$ cat config.mk
export PLATFORM = sky130hd
export DESIGN_NAME = nsp_regs
export DESIGN_NICKNAME = d
export VERILOG_FILES = /design/src/rtl/nsp_pkg.sv /design/src/rtl/nsp_sync.sv /design/src/rtl/nsp_bp_decode.sv /design/src/rtl/nsp_regs.sv
export SDC_FILE = /design/constraint.sdc
export NUM_CORES = 1
export LEC_CHECK = 0
export ABC_AREA = 1
export BUFFER_PORTS_ARGS = -buffer_cell sky130_fd_sc_hd__buf_2
export CAP_MARGIN = 20
export CORE_AREA = 5 5 117 119
export CTS_BUF_LIST = sky130_fd_sc_hd__clkbuf_8
export DETAILED_ROUTE_END_ITERATION = 16
export DIE_AREA = 0 0 122 124
export GPL_TIMING_DRIVEN = 0
export PLACE_DENSITY = 0.78
export SYNTH_ARGS = -nofsm -noshare
export SYNTH_HDL_FRONTEND = slang
export SYNTH_SLANG_ARGS = --single-unit
$ cat constraint.sdc
create_clock -name CLK -period 6.3 [get_ports CLK]
set_input_delay 0.63 -clock CLK [delete_from_list [all_inputs] [get_ports CLK]]
set_output_delay 0.63 -clock CLK [all_outputs]
set_load 0.02 [all_outputs]
$ cat src/rtl/nsp_pkg.sv
// Constants, register layouts and types of the NAND register bank.
package nsp_pkg;

    localparam logic [7:0] OPC_RD_FEAT_A  = 8'h0F;
    localparam logic [7:0] OPC_RD_FEAT_B  = 8'h05;
    localparam logic [7:0] OPC_WR_FEAT_A  = 8'h1F;
    localparam logic [7:0] OPC_WR_FEAT_B  = 8'h01;
    localparam logic [7:0] OPC_WRITE_ENABLE_CMD       = 8'h06;
    localparam logic [7:0] OPC_WRDI       = 8'h04;
    localparam logic [7:0] OPC_RESET      = 8'hFF;
    localparam logic [7:0] OPC_PROG_EXEC  = 8'h10;
    localparam logic [7:0] OPC_ERASE      = 8'hD8;
    localparam logic [7:0] OPC_PAGE_READ  = 8'h13;
    localparam logic [7:0] OPC_BBM        = 8'hA1;
    localparam logic [7:0] OPC_READ_ID    = 8'h9F;
    localparam logic [7:0] OPC_OTP_LOCK   = 8'h1F;

    localparam logic [7:0] ADDR_PROT      = 8'hA0;
    localparam logic [7:0] ADDR_CFG       = 8'hB0;
    localparam logic [7:0] ADDR_FLAGS     = 8'hC0;

    typedef struct packed {
        logic       reg_protect_low;
        logic [3:0] block_protect;
        logic       top_bottom_select;
        logic       wp_enable;
        logic       reg_protect_high;
    } nsp_prot_t;

    typedef struct packed {
        logic       otp_lock;
        logic       otp_enter;
        logic       rsvd5;
        logic       ecc_enable;
        logic [3:0] rsvd3_0;
    } nsp_cfg_t;

    typedef struct packed {
        logic       rsvd7;
        logic       link_table_full;
        logic [1:0] ecc_status;
        logic       prog_fail;
        logic       erase_fail;
        logic       write_enable_latch;
        logic       busy;
    } nsp_flags_t;

    typedef enum logic [2:0] {OPK_NONE, OPK_READ, OPK_PROG, OPK_ERASE, OPK_BBM, OPK_LOCK} nsp_op_t;

    localparam nsp_prot_t PROT_RST = 8'h7C;
    localparam nsp_cfg_t  CFG_RST  = 8'h10;
    localparam logic [7:0] CFG_WR_MASK = 8'hD0;

    localparam logic [1:0] ECC_OK_0_3    = 2'h0;
    localparam logic [1:0] ECC_OK_4      = 2'h1;
    localparam logic [1:0] ECC_UNCORRECT = 2'h2;

    localparam int LINK_MAX      = 20;
    localparam int NUM_BLK_BITS  = 12;
    localparam int ROW_BLK_LSB   = 6;
    localparam int BP_BASE_SPAN  = 8;
    localparam logic [3:0] BP_ALL_CODE = 4'hA;

    localparam logic [2:0] BYTE_DATA   = 3'h2;
    localparam logic [2:0] BYTE_ROW_END = 3'h4;
    localparam logic [2:0] BYTE_BBM_END = 3'h5;

    localparam logic [3:0] PIN_SYNC_RST = 4'h5;

    localparam int CLK_FREQ_MHZ  = 10;
    localparam int PWRUP_TIME_US = 1000;
    localparam int PWRUP_CYCLES  = PWRUP_TIME_US * CLK_FREQ_MHZ;

endpackage : nsp_pkg

$ cat src/rtl/nsp_sync.sv
// Two-stage synchroniser for pin levels.
module nsp_sync
    import nsp_pkg::*;
#(
    parameter int              W       = 4,
    parameter logic [W-1:0]    RST_VAL = '0
) (
    input  wire logic          clk,
    input  wire logic          rst_n,
    input  wire logic [W-1:0]  d,
    output logic      [W-1:0]  q
);
    logic [W-1:0] meta_q;

    always_ff @(posedge clk) begin
        if (!rst_n) begin
            meta_q <= RST_VAL;
            q      <= RST_VAL;
        end else begin
            meta_q <= d;
            q      <= meta_q;
        end
    end
endmodule // nsp_sync

$ cat src/rtl/nsp_bp_decode.sv
// Decoder of the block-protect code into a protected flag for one block.
module nsp_bp_decode
    import nsp_pkg::*;
#(
    parameter int BLK_W = NUM_BLK_BITS
) (
    input  wire logic [3:0]       bp,
    input  wire logic             tb,
    input  wire logic [BLK_W-1:0] block,
    output logic                  prot
);
    logic [BLK_W:0] span;
    logic [BLK_W:0] top_base;
    logic [BLK_W:0] blk_ext;

    always_comb begin
        span     = '0;
        top_base = '0;
        blk_ext  = {1'b0, block};
        prot     = 1'b0;
        if (bp >= BP_ALL_CODE) begin
            prot = 1'b1;
        end else if (bp != 4'h0) begin
            span     = (BLK_W+1)'(BP_BASE_SPAN) << (bp - 4'h1);
            top_base = (BLK_W+1)'(1 << BLK_W) - span;
            prot     = tb ? (blk_ext < span) : (blk_ext >= top_base);
        end
    end
endmodule // nsp_bp_decode

$ cat src/rtl/nsp_regs.sv
// Serial register bank with write protection, configuration and status flags.
module nsp_regs
    import nsp_pkg::*;
#(
    parameter int PWRUP_CNT = PWRUP_CYCLES,
    parameter int LINKS     = LINK_MAX
) (
    input  wire logic        CLK,
    input  wire logic        RST_N,
    input  wire logic        SCLK,
    input  wire logic        CS_N,
    input  wire logic        DI,
    input  wire logic        WP_N,
    output logic             DO_O,
    output logic             DO_OE,
    input  wire logic        OP_DONE,
    input  wire logic        OP_FAIL,
    input  wire logic        ECC_VALID,
    input  wire logic [1:0]  ECC_RESULT,
    output logic             OP_START,
    output logic [7:0]       OP_CMD,
    output logic [23:0]      OP_ROW,
    output logic             ECC_ENABLE,
    output logic             OTP_ACCESS,
    output logic             OTP_LOCKED,
    output logic             QUAD_ALLOWED
);
    localparam int PC_W = $clog2(PWRUP_CNT + 1);
    localparam int LC_W = $clog2(LINKS + 1);

    logic [3:0]      pins;
    logic            s_sclk;
    logic            s_cs_n;
    logic            s_di;
    logic            s_wp_n;
    logic            sclk_prev_q;
    logic            cs_prev_q;
    logic            rise;
    logic            fall;
    logic            cs_end;
    logic [2:0]      bit_cnt_q;
    logic [2:0]      byte_cnt_q;
    logic [6:0]      shift_q;
    logic [7:0]      new_byte;
    logic            byte_done;
    logic [7:0]      opcode_q;
    logic [7:0]      addr_q;
    logic [23:0]     row_q;
    logic            ignore_q;
    nsp_prot_t       prot_q;
    nsp_cfg_t        cfg_q;
    logic            wel_q;
    logic            prog_fail_q;
    logic            erase_fail_q;
    logic [1:0]      ecc_status_q;
    logic [LC_W-1:0] link_cnt_q;
    logic            link_full;
    logic            pwrup_q;
    logic [PC_W-1:0] pwrup_cnt_q;
    logic            op_active_q;
    nsp_op_t         op_kind_q;
    logic            busy;
    logic            blk_prot;
    logic            hw_block;
    logic            prot_lock;
    logic            wr_req;
    logic            wr_ok;
    logic            exec;
    logic            prog_go;
    logic            erase_go;
    logic            read_go;
    logic            bbm_go;
    logic            lock_go;
    logic            prog_bad;
    logic            erase_bad;
    nsp_flags_t      flags;
    logic [7:0]      rd_byte;

    function automatic logic is_op(input logic [7:0] op, input logic [7:0] a,
                                   input logic [7:0] b);
        return (op == a) || (op == b);
    endfunction

    function automatic logic [7:0] read_reg(input logic [7:0] a, input nsp_prot_t p,
                                            input nsp_cfg_t c, input nsp_flags_t f);
        logic [7:0] v;
        v = 8'h00;
        unique case (a)
            ADDR_PROT:  v = p;
            ADDR_CFG:   v = c & CFG_WR_MASK;
            ADDR_FLAGS: v = f;
            default:    v = 8'h00;
        endcase
        return v;
    endfunction

    nsp_sync #(
        .W       (4),
        .RST_VAL (PIN_SYNC_RST)
    ) u_sync (
        .clk   (CLK),
        .rst_n (RST_N),
        .d     ({SCLK, CS_N, DI, WP_N}),
        .q     (pins)
    );

    assign s_sclk = pins[3];
    assign s_cs_n = pins[2];
    assign s_di   = pins[1];
    assign s_wp_n = pins[0];

    nsp_bp_decode #(
        .BLK_W (NUM_BLK_BITS)
    ) u_bp (
        .bp    (prot_q.block_protect),
        .tb    (prot_q.top_bottom_select),
        .block (row_q[ROW_BLK_LSB +: NUM_BLK_BITS]),
        .prot  (blk_prot)
    );

    // Edge detection of the link clock and chip select.
    always_ff @(posedge CLK) begin
        if (!RST_N) begin
            sclk_prev_q <= 1'b0;
            cs_prev_q   <= 1'b1;
        end else begin
            sclk_prev_q <= s_sclk;
            cs_prev_q   <= s_cs_n;
        end
    end

    assign rise      = s_sclk & ~sclk_prev_q & ~s_cs_n;
    assign fall      = ~s_sclk & sclk_prev_q & ~s_cs_n;
    assign cs_end    = s_cs_n & ~cs_prev_q;
    assign byte_done = rise && (bit_cnt_q == 3'h7);
    assign new_byte  = {shift_q, s_di};

    // Bit and byte counters of the current frame.
    always_ff @(posedge CLK) begin
        if (!RST_N || s_cs_n) begin
            bit_cnt_q  <= 3'h0;
            byte_cnt_q <= 3'h0;
            shift_q    <= 7'h00;
        end else if (rise) begin
            bit_cnt_q <= bit_cnt_q + 3'h1;
            shift_q   <= new_byte[6:0];
            if (byte_done && byte_cnt_q != 3'h7) begin
                byte_cnt_q <= byte_cnt_q + 3'h1;
            end
        end
    end

    // Opcode, register address and row address capture.
    always_ff @(posedge CLK) begin
        if (!RST_N) begin
            opcode_q <= 8'h00;
            addr_q   <= 8'h00;
            row_q    <= 24'h000000;
            ignore_q <= 1'b0;
        end else if (byte_done) begin
            if (byte_cnt_q == 3'h0) begin
                opcode_q <= new_byte;
                ignore_q <= busy && !is_op(new_byte, OPC_RD_FEAT_A, OPC_RD_FEAT_B)
                            && (new_byte != OPC_READ_ID);
            end
            if (byte_cnt_q == 3'h1) begin
                addr_q <= new_byte;
            end
            row_q <= {row_q[15:0], new_byte};
        end
    end

    assign busy      = pwrup_q | op_active_q;
    assign link_full = (link_cnt_q == LC_W'(LINKS));
    assign hw_block  = prot_q.wp_enable & ~s_wp_n;
    assign prot_lock = prot_q.reg_protect_high | (prot_q.reg_protect_low & ~s_wp_n);
    assign exec      = cs_end & ~ignore_q;

    assign wr_req = byte_done && (byte_cnt_q == BYTE_DATA) && !ignore_q
                    && is_op(opcode_q, OPC_WR_FEAT_A, OPC_WR_FEAT_B);
    assign wr_ok  = wel_q && !hw_block;

    assign prog_go  = exec && opcode_q == OPC_PROG_EXEC && byte_cnt_q >= BYTE_ROW_END && wel_q;
    assign erase_go = exec && opcode_q == OPC_ERASE && byte_cnt_q >= BYTE_ROW_END && wel_q;
    assign read_go  = exec && opcode_q == OPC_PAGE_READ && byte_cnt_q >= BYTE_ROW_END;
    assign bbm_go   = exec && opcode_q == OPC_BBM && byte_cnt_q >= BYTE_BBM_END && wel_q
                      && !link_full && !hw_block;
    assign lock_go  = wr_req && wr_ok && addr_q == ADDR_CFG && new_byte[7] && !cfg_q.otp_lock;

    assign prog_bad  = hw_block | (cfg_q.otp_enter ? cfg_q.otp_lock : blk_prot);
    assign erase_bad = hw_block | cfg_q.otp_enter | blk_prot;

    // Protection register writes; refused writes change nothing.
    always_ff @(posedge CLK) begin
        if (!RST_N) begin
            prot_q <= PROT_RST;
        end else if (wr_req && wr_ok && addr_q == ADDR_PROT && !prot_lock) begin
            prot_q <= new_byte;
        end
    end

    // Configuration register writes and the one-time lock.
    always_ff @(posedge CLK) begin
        if (!RST_N) begin
            cfg_q <= CFG_RST;
        end else if (wr_req && wr_ok && addr_q == ADDR_CFG) begin
            cfg_q.otp_lock   <= cfg_q.otp_lock | new_byte[7];
            cfg_q.otp_enter  <= new_byte[6];
            cfg_q.ecc_enable <= new_byte[4];
        end else if (exec && opcode_q == OPC_RESET) begin
            cfg_q.otp_enter <= 1'b0;
        end
    end

    // Write-enable latch.
    always_ff @(posedge CLK) begin
        if (!RST_N) begin
            wel_q <= 1'b0;
        end else if (exec && opcode_q == OPC_WRITE_ENABLE_CMD) begin
            wel_q <= 1'b1;
        end else if (exec && (opcode_q == OPC_WRDI || opcode_q == OPC_PROG_EXEC
                     || opcode_q == OPC_ERASE || opcode_q == OPC_PAGE_READ
                     || (opcode_q == OPC_BBM && cfg_q.otp_enter))) begin
            wel_q <= 1'b0;
        end
    end

    // Program and erase failure flags; a set in the same cycle wins.
    always_ff @(posedge CLK) begin
        if (!RST_N) begin
            prog_fail_q  <= 1'b0;
            erase_fail_q <= 1'b0;
        end else begin
            if ((exec && opcode_q == OPC_RESET) || prog_go || erase_go) begin
                prog_fail_q  <= 1'b0;
                erase_fail_q <= 1'b0;
            end
            if ((prog_go && prog_bad) || (OP_DONE && OP_FAIL && op_kind_q == OPK_PROG)) begin
                prog_fail_q <= 1'b1;
            end
            if ((erase_go && erase_bad) || (OP_DONE && OP_FAIL && op_kind_q == OPK_ERASE)) begin
                erase_fail_q <= 1'b1;
            end
        end
    end

    // ECC result field.
    always_ff @(posedge CLK) begin
        if (!RST_N) begin
            ecc_status_q <= ECC_OK_0_3;
        end else if (ECC_VALID && op_kind_q == OPK_READ) begin
            ecc_status_q <= ECC_RESULT;
        end else if (exec && opcode_q == OPC_RESET) begin
            ecc_status_q <= ECC_OK_0_3;
        end
    end

    // Count of established bad-block links.
    always_ff @(posedge CLK) begin
        if (!RST_N) begin
            link_cnt_q <= '0;
        end else if (OP_DONE && !OP_FAIL && op_kind_q == OPK_BBM && !link_full) begin
            link_cnt_q <= link_cnt_q + LC_W'(1);
        end
    end

    // Power-up busy interval.
    always_ff @(posedge CLK) begin
        if (!RST_N) begin
            pwrup_q     <= 1'b1;
            pwrup_cnt_q <= PC_W'(PWRUP_CNT - 1);
        end else if (pwrup_q) begin
            pwrup_cnt_q <= pwrup_cnt_q - PC_W'(1);
            if (pwrup_cnt_q == '0) begin
                pwrup_q <= 1'b0;
            end
        end
    end

    // Internal operation start and completion.
    always_ff @(posedge CLK) begin
        if (!RST_N) begin
            op_active_q <= 1'b0;
            op_kind_q   <= OPK_NONE;
            OP_START    <= 1'b0;
            OP_CMD      <= 8'h00;
            OP_ROW      <= 24'h000000;
        end else begin
            OP_START <= 1'b0;
            if ((prog_go && !prog_bad) || (erase_go && !erase_bad) || read_go || bbm_go
                || lock_go) begin
                op_active_q <= 1'b1;
                OP_START    <= 1'b1;
                OP_CMD      <= lock_go ? OPC_OTP_LOCK : opcode_q;
                OP_ROW      <= row_q;
                op_kind_q   <= lock_go ? OPK_LOCK : prog_go ? OPK_PROG : erase_go ? OPK_ERASE
                               : read_go ? OPK_READ : OPK_BBM;
            end else if (op_active_q && OP_DONE) begin
                op_active_q <= 1'b0;
            end
        end
    end

    always_comb begin
        flags                    = '0;
        flags.link_table_full    = link_full;
        flags.ecc_status         = ecc_status_q;
        flags.prog_fail          = prog_fail_q;
        flags.erase_fail         = erase_fail_q;
        flags.write_enable_latch = wel_q;
        flags.busy               = busy;
    end

    assign rd_byte = read_reg(addr_q, prot_q, cfg_q, flags);

    // Serial read-out of the addressed register, MSB first on falling edges.
    always_ff @(posedge CLK) begin
        if (!RST_N || s_cs_n) begin
            DO_O  <= 1'b0;
            DO_OE <= 1'b0;
        end else if (fall && byte_cnt_q >= BYTE_DATA
                     && is_op(opcode_q, OPC_RD_FEAT_A, OPC_RD_FEAT_B)) begin
            DO_O  <= rd_byte[3'h7 - bit_cnt_q];
            DO_OE <= 1'b1;
        end
    end

    // Mode outputs toward the array and pin logic.
    always_ff @(posedge CLK) begin
        if (!RST_N) begin
            ECC_ENABLE   <= CFG_RST.ecc_enable;
            OTP_ACCESS   <= 1'b0;
            OTP_LOCKED   <= 1'b0;
            QUAD_ALLOWED <= ~PROT_RST.wp_enable;
        end else begin
            ECC_ENABLE   <= cfg_q.ecc_enable;
            OTP_ACCESS   <= cfg_q.otp_enter;
            OTP_LOCKED   <= cfg_q.otp_lock;
            QUAD_ALLOWED <= ~prot_q.wp_enable;
        end
    end
endmodule // nsp_regs

==> flow_results.org <==
** STA
- Count of final setup violators :: 0
- Max Fclk :: around 300 MHz
- At the pin with the least slew margin, the transition time is 0.929 ns.
- Shortest clock period the worst path allows after layout :: 3.42 ns
- For the final database, setup skew stands at approximately 0.016 ns.
- Max_slew headroom :: 37.5%
- Setup total negative slack on the finished layout was measured at 0 ns.
- After layout, the worst path uses 54.3% of the clock period.
- RSZ-0062 raised after global routing :: no
- The number of endpoints with negative hold slack in the final report is 0.
- The final count of pins violating max slew was 0.
- Final WS setup :: 2.88 ns

** Yosys
- After technology mapping, the gate count stands at 937.
- Count of state elements after synthesis :: 143
- Of the total synthesized cell area, the portion taken by XOR and XNOR cells is less than 1%.
- The number of different library cells used by synthesis comes to 44.
- Top-count cell post-synth :: sky130_fd_sc_hd__nor2_1
- Dividing the synthesized area by the synthesized cell count gives 7.17 µm².
- Compound-Gate Fraction of Synth Area :: 14.7%
- Share of synthesized area occupied by flip-flops and latches :: 42.6%
- Post-synth EDFFs :: 0
- Mux contribution to synthesized area :: 0%
- Yosys printed 0 warnings.
- The synthesized netlist devotes approximately 5.0% of its cell area to adder and majority cells.
- Top cell type's share of synthesized area :: approximately 43%
- Largest cells by area after synthesis :: sky130_fd_sc_hd__dfxtp_1 43%, sky130_fd_sc_hd__nor2_1 9.4%, sky130_fd_sc_hd__nand2_1 8.4%
- Synthesis produced a netlist with a net count of 975.
- After synthesis, the largest family of logic cells by area is simple AND/OR/NAND/NOR gates.
- The most used flip-flop cell after synthesis is sky130_fd_sc_hd__dfxtp_1.
- Fraction of synthesis flops using an asynchronous set or reset pin :: 0%
- Cell taking the most area after synthesis :: sky130_fd_sc_hd__dfxtp_1
- Synthesized cell area :: 6720 µm²
- Post-Synth Simple-Gate Area :: 28.3%
- In the synthesized netlist, the cells that appear most often are 168 x sky130_fd_sc_hd__nor2_1, 151 x sky130_fd_sc_hd__nand2_1, 143 x sky130_fd_sc_hd__dfxtp_1, 116 x sky130_fd_sc_hd__inv_1, 71 x sky130_fd_sc_hd__o21ai_0.

** Floorplanning
- In this run the standard cell core region covers 12,500 µm².
- Row cnt :: 41
- Die height :: between 100 and 150 µm
- Die outline area :: around 15,000 µm²
- Once the floorplan was initialized, standard cells occupied 53.9% of the core.
- For this design the top-level I/O count stands at 50.
- From left edge to right edge, the die measures between 100 and 150 µm.

** Clock tree
- In this run the number of H-tree levels came out at 4.
- TritonCTS built the clock tree.
- CTS buffer count :: 17
- CTS root buffer :: sky130_fd_sc_hd__clkbuf_8
- The number of hold buffers added after CTS was 0.
- Post-CTS resize count :: 0
- The clock reaches the later pin of the worst-skew pair after roughly 0.46 ns.
- In this run the post-CTS setup repair buffer count came out at 0.
- Counting along the longest clock path gives a buffer depth of 2.
- Clock Sinks :: 143
- Clock-pin slew reported for the worst setup and hold paths after clock tree synthesis :: 0.09 ns

** Power
- Standby leakage power :: 3.52 nW
- The worst-case IR drop observed on VDD is around 0.14 mV.
- PD cells :: about 230 nW/µm²
- Tot Pwr :: 1.75 mW

** Critical path
- Worst endpoint required time :: about 6.7 ns
- Maximum fanout along the worst path :: 10
- The number of cells on the worst reg-to-reg path is 23.
- Setup slack, reg-to-reg :: just under 3 ns
- Critical path start-end classification :: reg2reg
- The worst setup path is captured at a register.
- In this run the critical register-to-register path is launched from prot_q[3]$_SDFFE_PN1P_.
- STA classifies the critical path startpoint as a register.
- CP Data Arrival Time :: 3.77 ns
- R2R Path End :: OP_ROW[6]$_SDFFE_PN0P_

** Hold path
- Hold-critical path depth :: 3
- Beginning of the worst hold path :: SCLK
- Hold worst-path end :: u_sync.meta_q[3]$_SDFF_PN0_
- In this run the worst hold path is classified as in2reg.

** Placed design
- Placement Cell Area :: 7180 µm²
- Detailed placement finished with a half-perimeter wire length of 12,600 µm.
- At the end of routability-driven placement, the weighted congestion stood at around 1.0.
- Pre-CTS setup slack :: 2.99 ns
- Number of port buffers :: between 40 and 50

** Global routing
- For this run the aggregate overflow at the end of global routing stands at 0.
- The number of antenna violations at the first check in global routing came to 0.
- Largest net degree at the start of global routing :: 17
- Overall fraction of global-route tracks in use :: 23.3%
- The first global-routing pass estimated 27,700 µm of wire.
- The number of global-route vias before repair was 5,632.

** Drt
- Via-to-Cell Ratio :: 5.24
- For this block, the routed nets add up to 16,900 µm of wire.
- In this run the remaining antenna-violating nets after routing total 0.
- In this run, the number of DRC markers left after iteration 0 of detailed routing was 579.
- Dividing the detail-routed wire length by the instance count gives around 14 µm.
- For this run, the detailed router's first-pass iteration total came to 6.
- Number of DRC violations after detailed routing :: 0
- Detailed routing inserted a total of 6,236 vias.

** Run
- Count of maximum capacitance violations :: 0

** Cells and area
- Cell area after layout :: about 7600 µm²
- Antenna Cells :: 0
- Final net count :: 1,043
- Area growth syn-to-layout :: 13.4%
- Cells fill 61.1% of the core in the end.
- In the final layout, the share of cells above drive strength 1 is 11.0%.

** Status
- The flow ran to the end, and the final reports show no timing, DRC or antenna violations.
-- critical path, cell delays in order, from the launching register on --
cell and delay [ns]:
sky130_fd_sc_hd__dfxtp_1 0.43, sky130_fd_sc_hd__inv_1 0.10, sky130_fd_sc_hd__nor2_1 0.27, sky130_fd_sc_hd__nand2_1 0.14, sky130_fd_sc_hd__ha_1 0.28, sky130_fd_sc_hd__inv_1 0.07
sky130_fd_sc_hd__nor2_1 0.07, sky130_fd_sc_hd__a21oi_1 0.14, sky130_fd_sc_hd__a31oi_1 0.07, sky130_fd_sc_hd__ha_1 0.29, sky130_fd_sc_hd__nand2_1 0.06, sky130_fd_sc_hd__a21oi_1 0.12
sky130_fd_sc_hd__nor2_1 0.07, sky130_fd_sc_hd__nor2_1 0.11, sky130_fd_sc_hd__nor2_1 0.05, sky130_fd_sc_hd__nand3_1 0.08, sky130_fd_sc_hd__nand3_2 0.14, sky130_fd_sc_hd__nand3_2 0.11
sky130_fd_sc_hd__nand2_2 0.09, sky130_fd_sc_hd__inv_4 0.13, sky130_fd_sc_hd__buf_2 0.24, sky130_fd_sc_hd__nand3b_1 0.11, sky130_fd_sc_hd__nand2_1 0.08, sky130_fd_sc_hd__nor2_1 0.05
-- cell families (layout without fill, tap and decap cells) --
kind of cell,Yosys count,in the layout
and+or+nand+nor,433,433
DFF,143,143
xor gates and xnor gates,2,2
AOI/OAI and AO/OA,178,178
buffers and inverters,154,234
adders and majority gates,27,27
-- layer usage --
metal	up-vias	track usage (%)	wire, µm
met5	-	0	0
met4	0	8.19	302
met1	2809	31.9	7730
li1	3188	-	-
met3	30	4.50	1240
met2	209	37.0	7670
-- cell usage in the layout, fill, tap and decap left out, types with 2 or more instances in the layout --
| cell | count |
|---|---|
| sky130_fd_sc_hd__nor2_1 | 168 |
| sky130_fd_sc_hd__nand2_1 | 151 |
| sky130_fd_sc_hd__dfxtp_1 | 143 |
| sky130_fd_sc_hd__inv_1 | 117 |
| sky130_fd_sc_hd__o21ai_0 | 71 |
| sky130_fd_sc_hd__a21oi_1 | 70 |
| sky130_fd_sc_hd__buf_2 | 55 |
| sky130_fd_sc_hd__nand3_1 | 38 |
| sky130_fd_sc_hd__nand3b_1 | 28 |
| sky130_fd_sc_hd__ha_1 | 27 |
| sky130_fd_sc_hd__clkbuf_8 | 18 |
| sky130_fd_sc_hd__clkbuf_1 | 15 |
| sky130_fd_sc_hd__nor3_1 | 10 |
| sky130_fd_sc_hd__nand4_1 | 10 |
| sky130_fd_sc_hd__o211ai_1 | 10 |
| sky130_fd_sc_hd__nand2_2 | 7 |
| sky130_fd_sc_hd__nor4_1 | 7 |
| sky130_fd_sc_hd__buf_1 | 7 |
| sky130_fd_sc_hd__a31oi_1 | 5 |
| sky130_fd_sc_hd__or2_2 | 5 |
| sky130_fd_sc_hd__buf_6 | 4 |
| sky130_fd_sc_hd__a211oi_1 | 4 |
| sky130_fd_sc_hd__clkinv_4 | 4 |
| sky130_fd_sc_hd__bufinv_16 | 4 |
| sky130_fd_sc_hd__inv_2 | 3 |
| sky130_fd_sc_hd__o21bai_1 | 3 |
| sky130_fd_sc_hd__clkinvlp_4 | 3 |
| sky130_fd_sc_hd__nor2_2 | 2 |
| sky130_fd_sc_hd__clkinv_1 | 2 |
| sky130_fd_sc_hd__a22oi_1 | 2 |
| sky130_fd_sc_hd__xor2_1 | 2 |
| sky130_fd_sc_hd__a21o_1 | 2 |
| sky130_fd_sc_hd__nand3_2 | 2 |
| sky130_fd_sc_hd__nor3b_1 | 2 |
| sky130_fd_sc_hd__o21a_1 | 2 |
-- where the power goes --
group / switching, mW / leakage (nW) / internal, mW
Sequential: 0.00283 / 1.15 / 0.907
Combinational: 0.0277 / 2.15 / 0.0112
Clock: 0.361 / 0.213 / 0.441
Total: 0.391 / 3.52 / 1.36
-- layout make-up --
cell class              count  area (µm²)
well taps                 172         215
multi-input cells         640        3240
clock buffers              18         248
flip-flops and latches    143        2860
fillers                  1193        4840
repair buffers             49         245
clock inverters            13         190
inverters                 122         460
plain buffers              32         158
-- flip-flops by register name (all words and copies together), names as in the netlist, 4 cells and up --
register,flops
OP_CMD,8
u_sync.q,4
OP_ROW,24
addr_q,8
row_q,24
shift_q,7
link_cnt_q,5
opcode_q,8
u_sync.meta_q,4
pwrup_cnt_q,14
prot_q,8
-- per-stage QoR --
step           hold slack [ns]  instances
3_5_place_dp             0.400       1158
2_1_floorplan            0.371        937
3_3_place_gp             0.392       1158
5_1_grt                  0.364       1189
6_report                 0.361       1189
4_1_cts                  0.341       1189
-- worst max path at each step --
stage / from / to / slack, ns / cells after the start
3_5_place_dp: prot_q[3]$_SDFFE_PN1P_ / OP_ROW[14]$_SDFFE_PN0P_ / 2.99 / 23
3_3_place_gp: prot_q[3]$_SDFFE_PN1P_ / op_active_q$_SDFFE_PN0P_ / 3.06 / 21
6_report: prot_q[3]$_SDFFE_PN1P_ / OP_ROW[6]$_SDFFE_PN0P_ / 2.88 / 23
5_1_grt: prot_q[3]$_SDFFE_PN1P_ / OP_ROW[6]$_SDFFE_PN0P_ / 2.56 / 23
4_1_cts: prot_q[3]$_SDFFE_PN1P_ / OP_ROW[8]$_SDFFE_PN0P_ / 2.92 / 22
2_1_floorplan: prot_q[3]$_SDFFE_PN1P_ / OP_CMD[4]$_SDFFE_PN0P_ / 3.62 / 23
No activity file was read; power rests on OpenSTA's default activity.
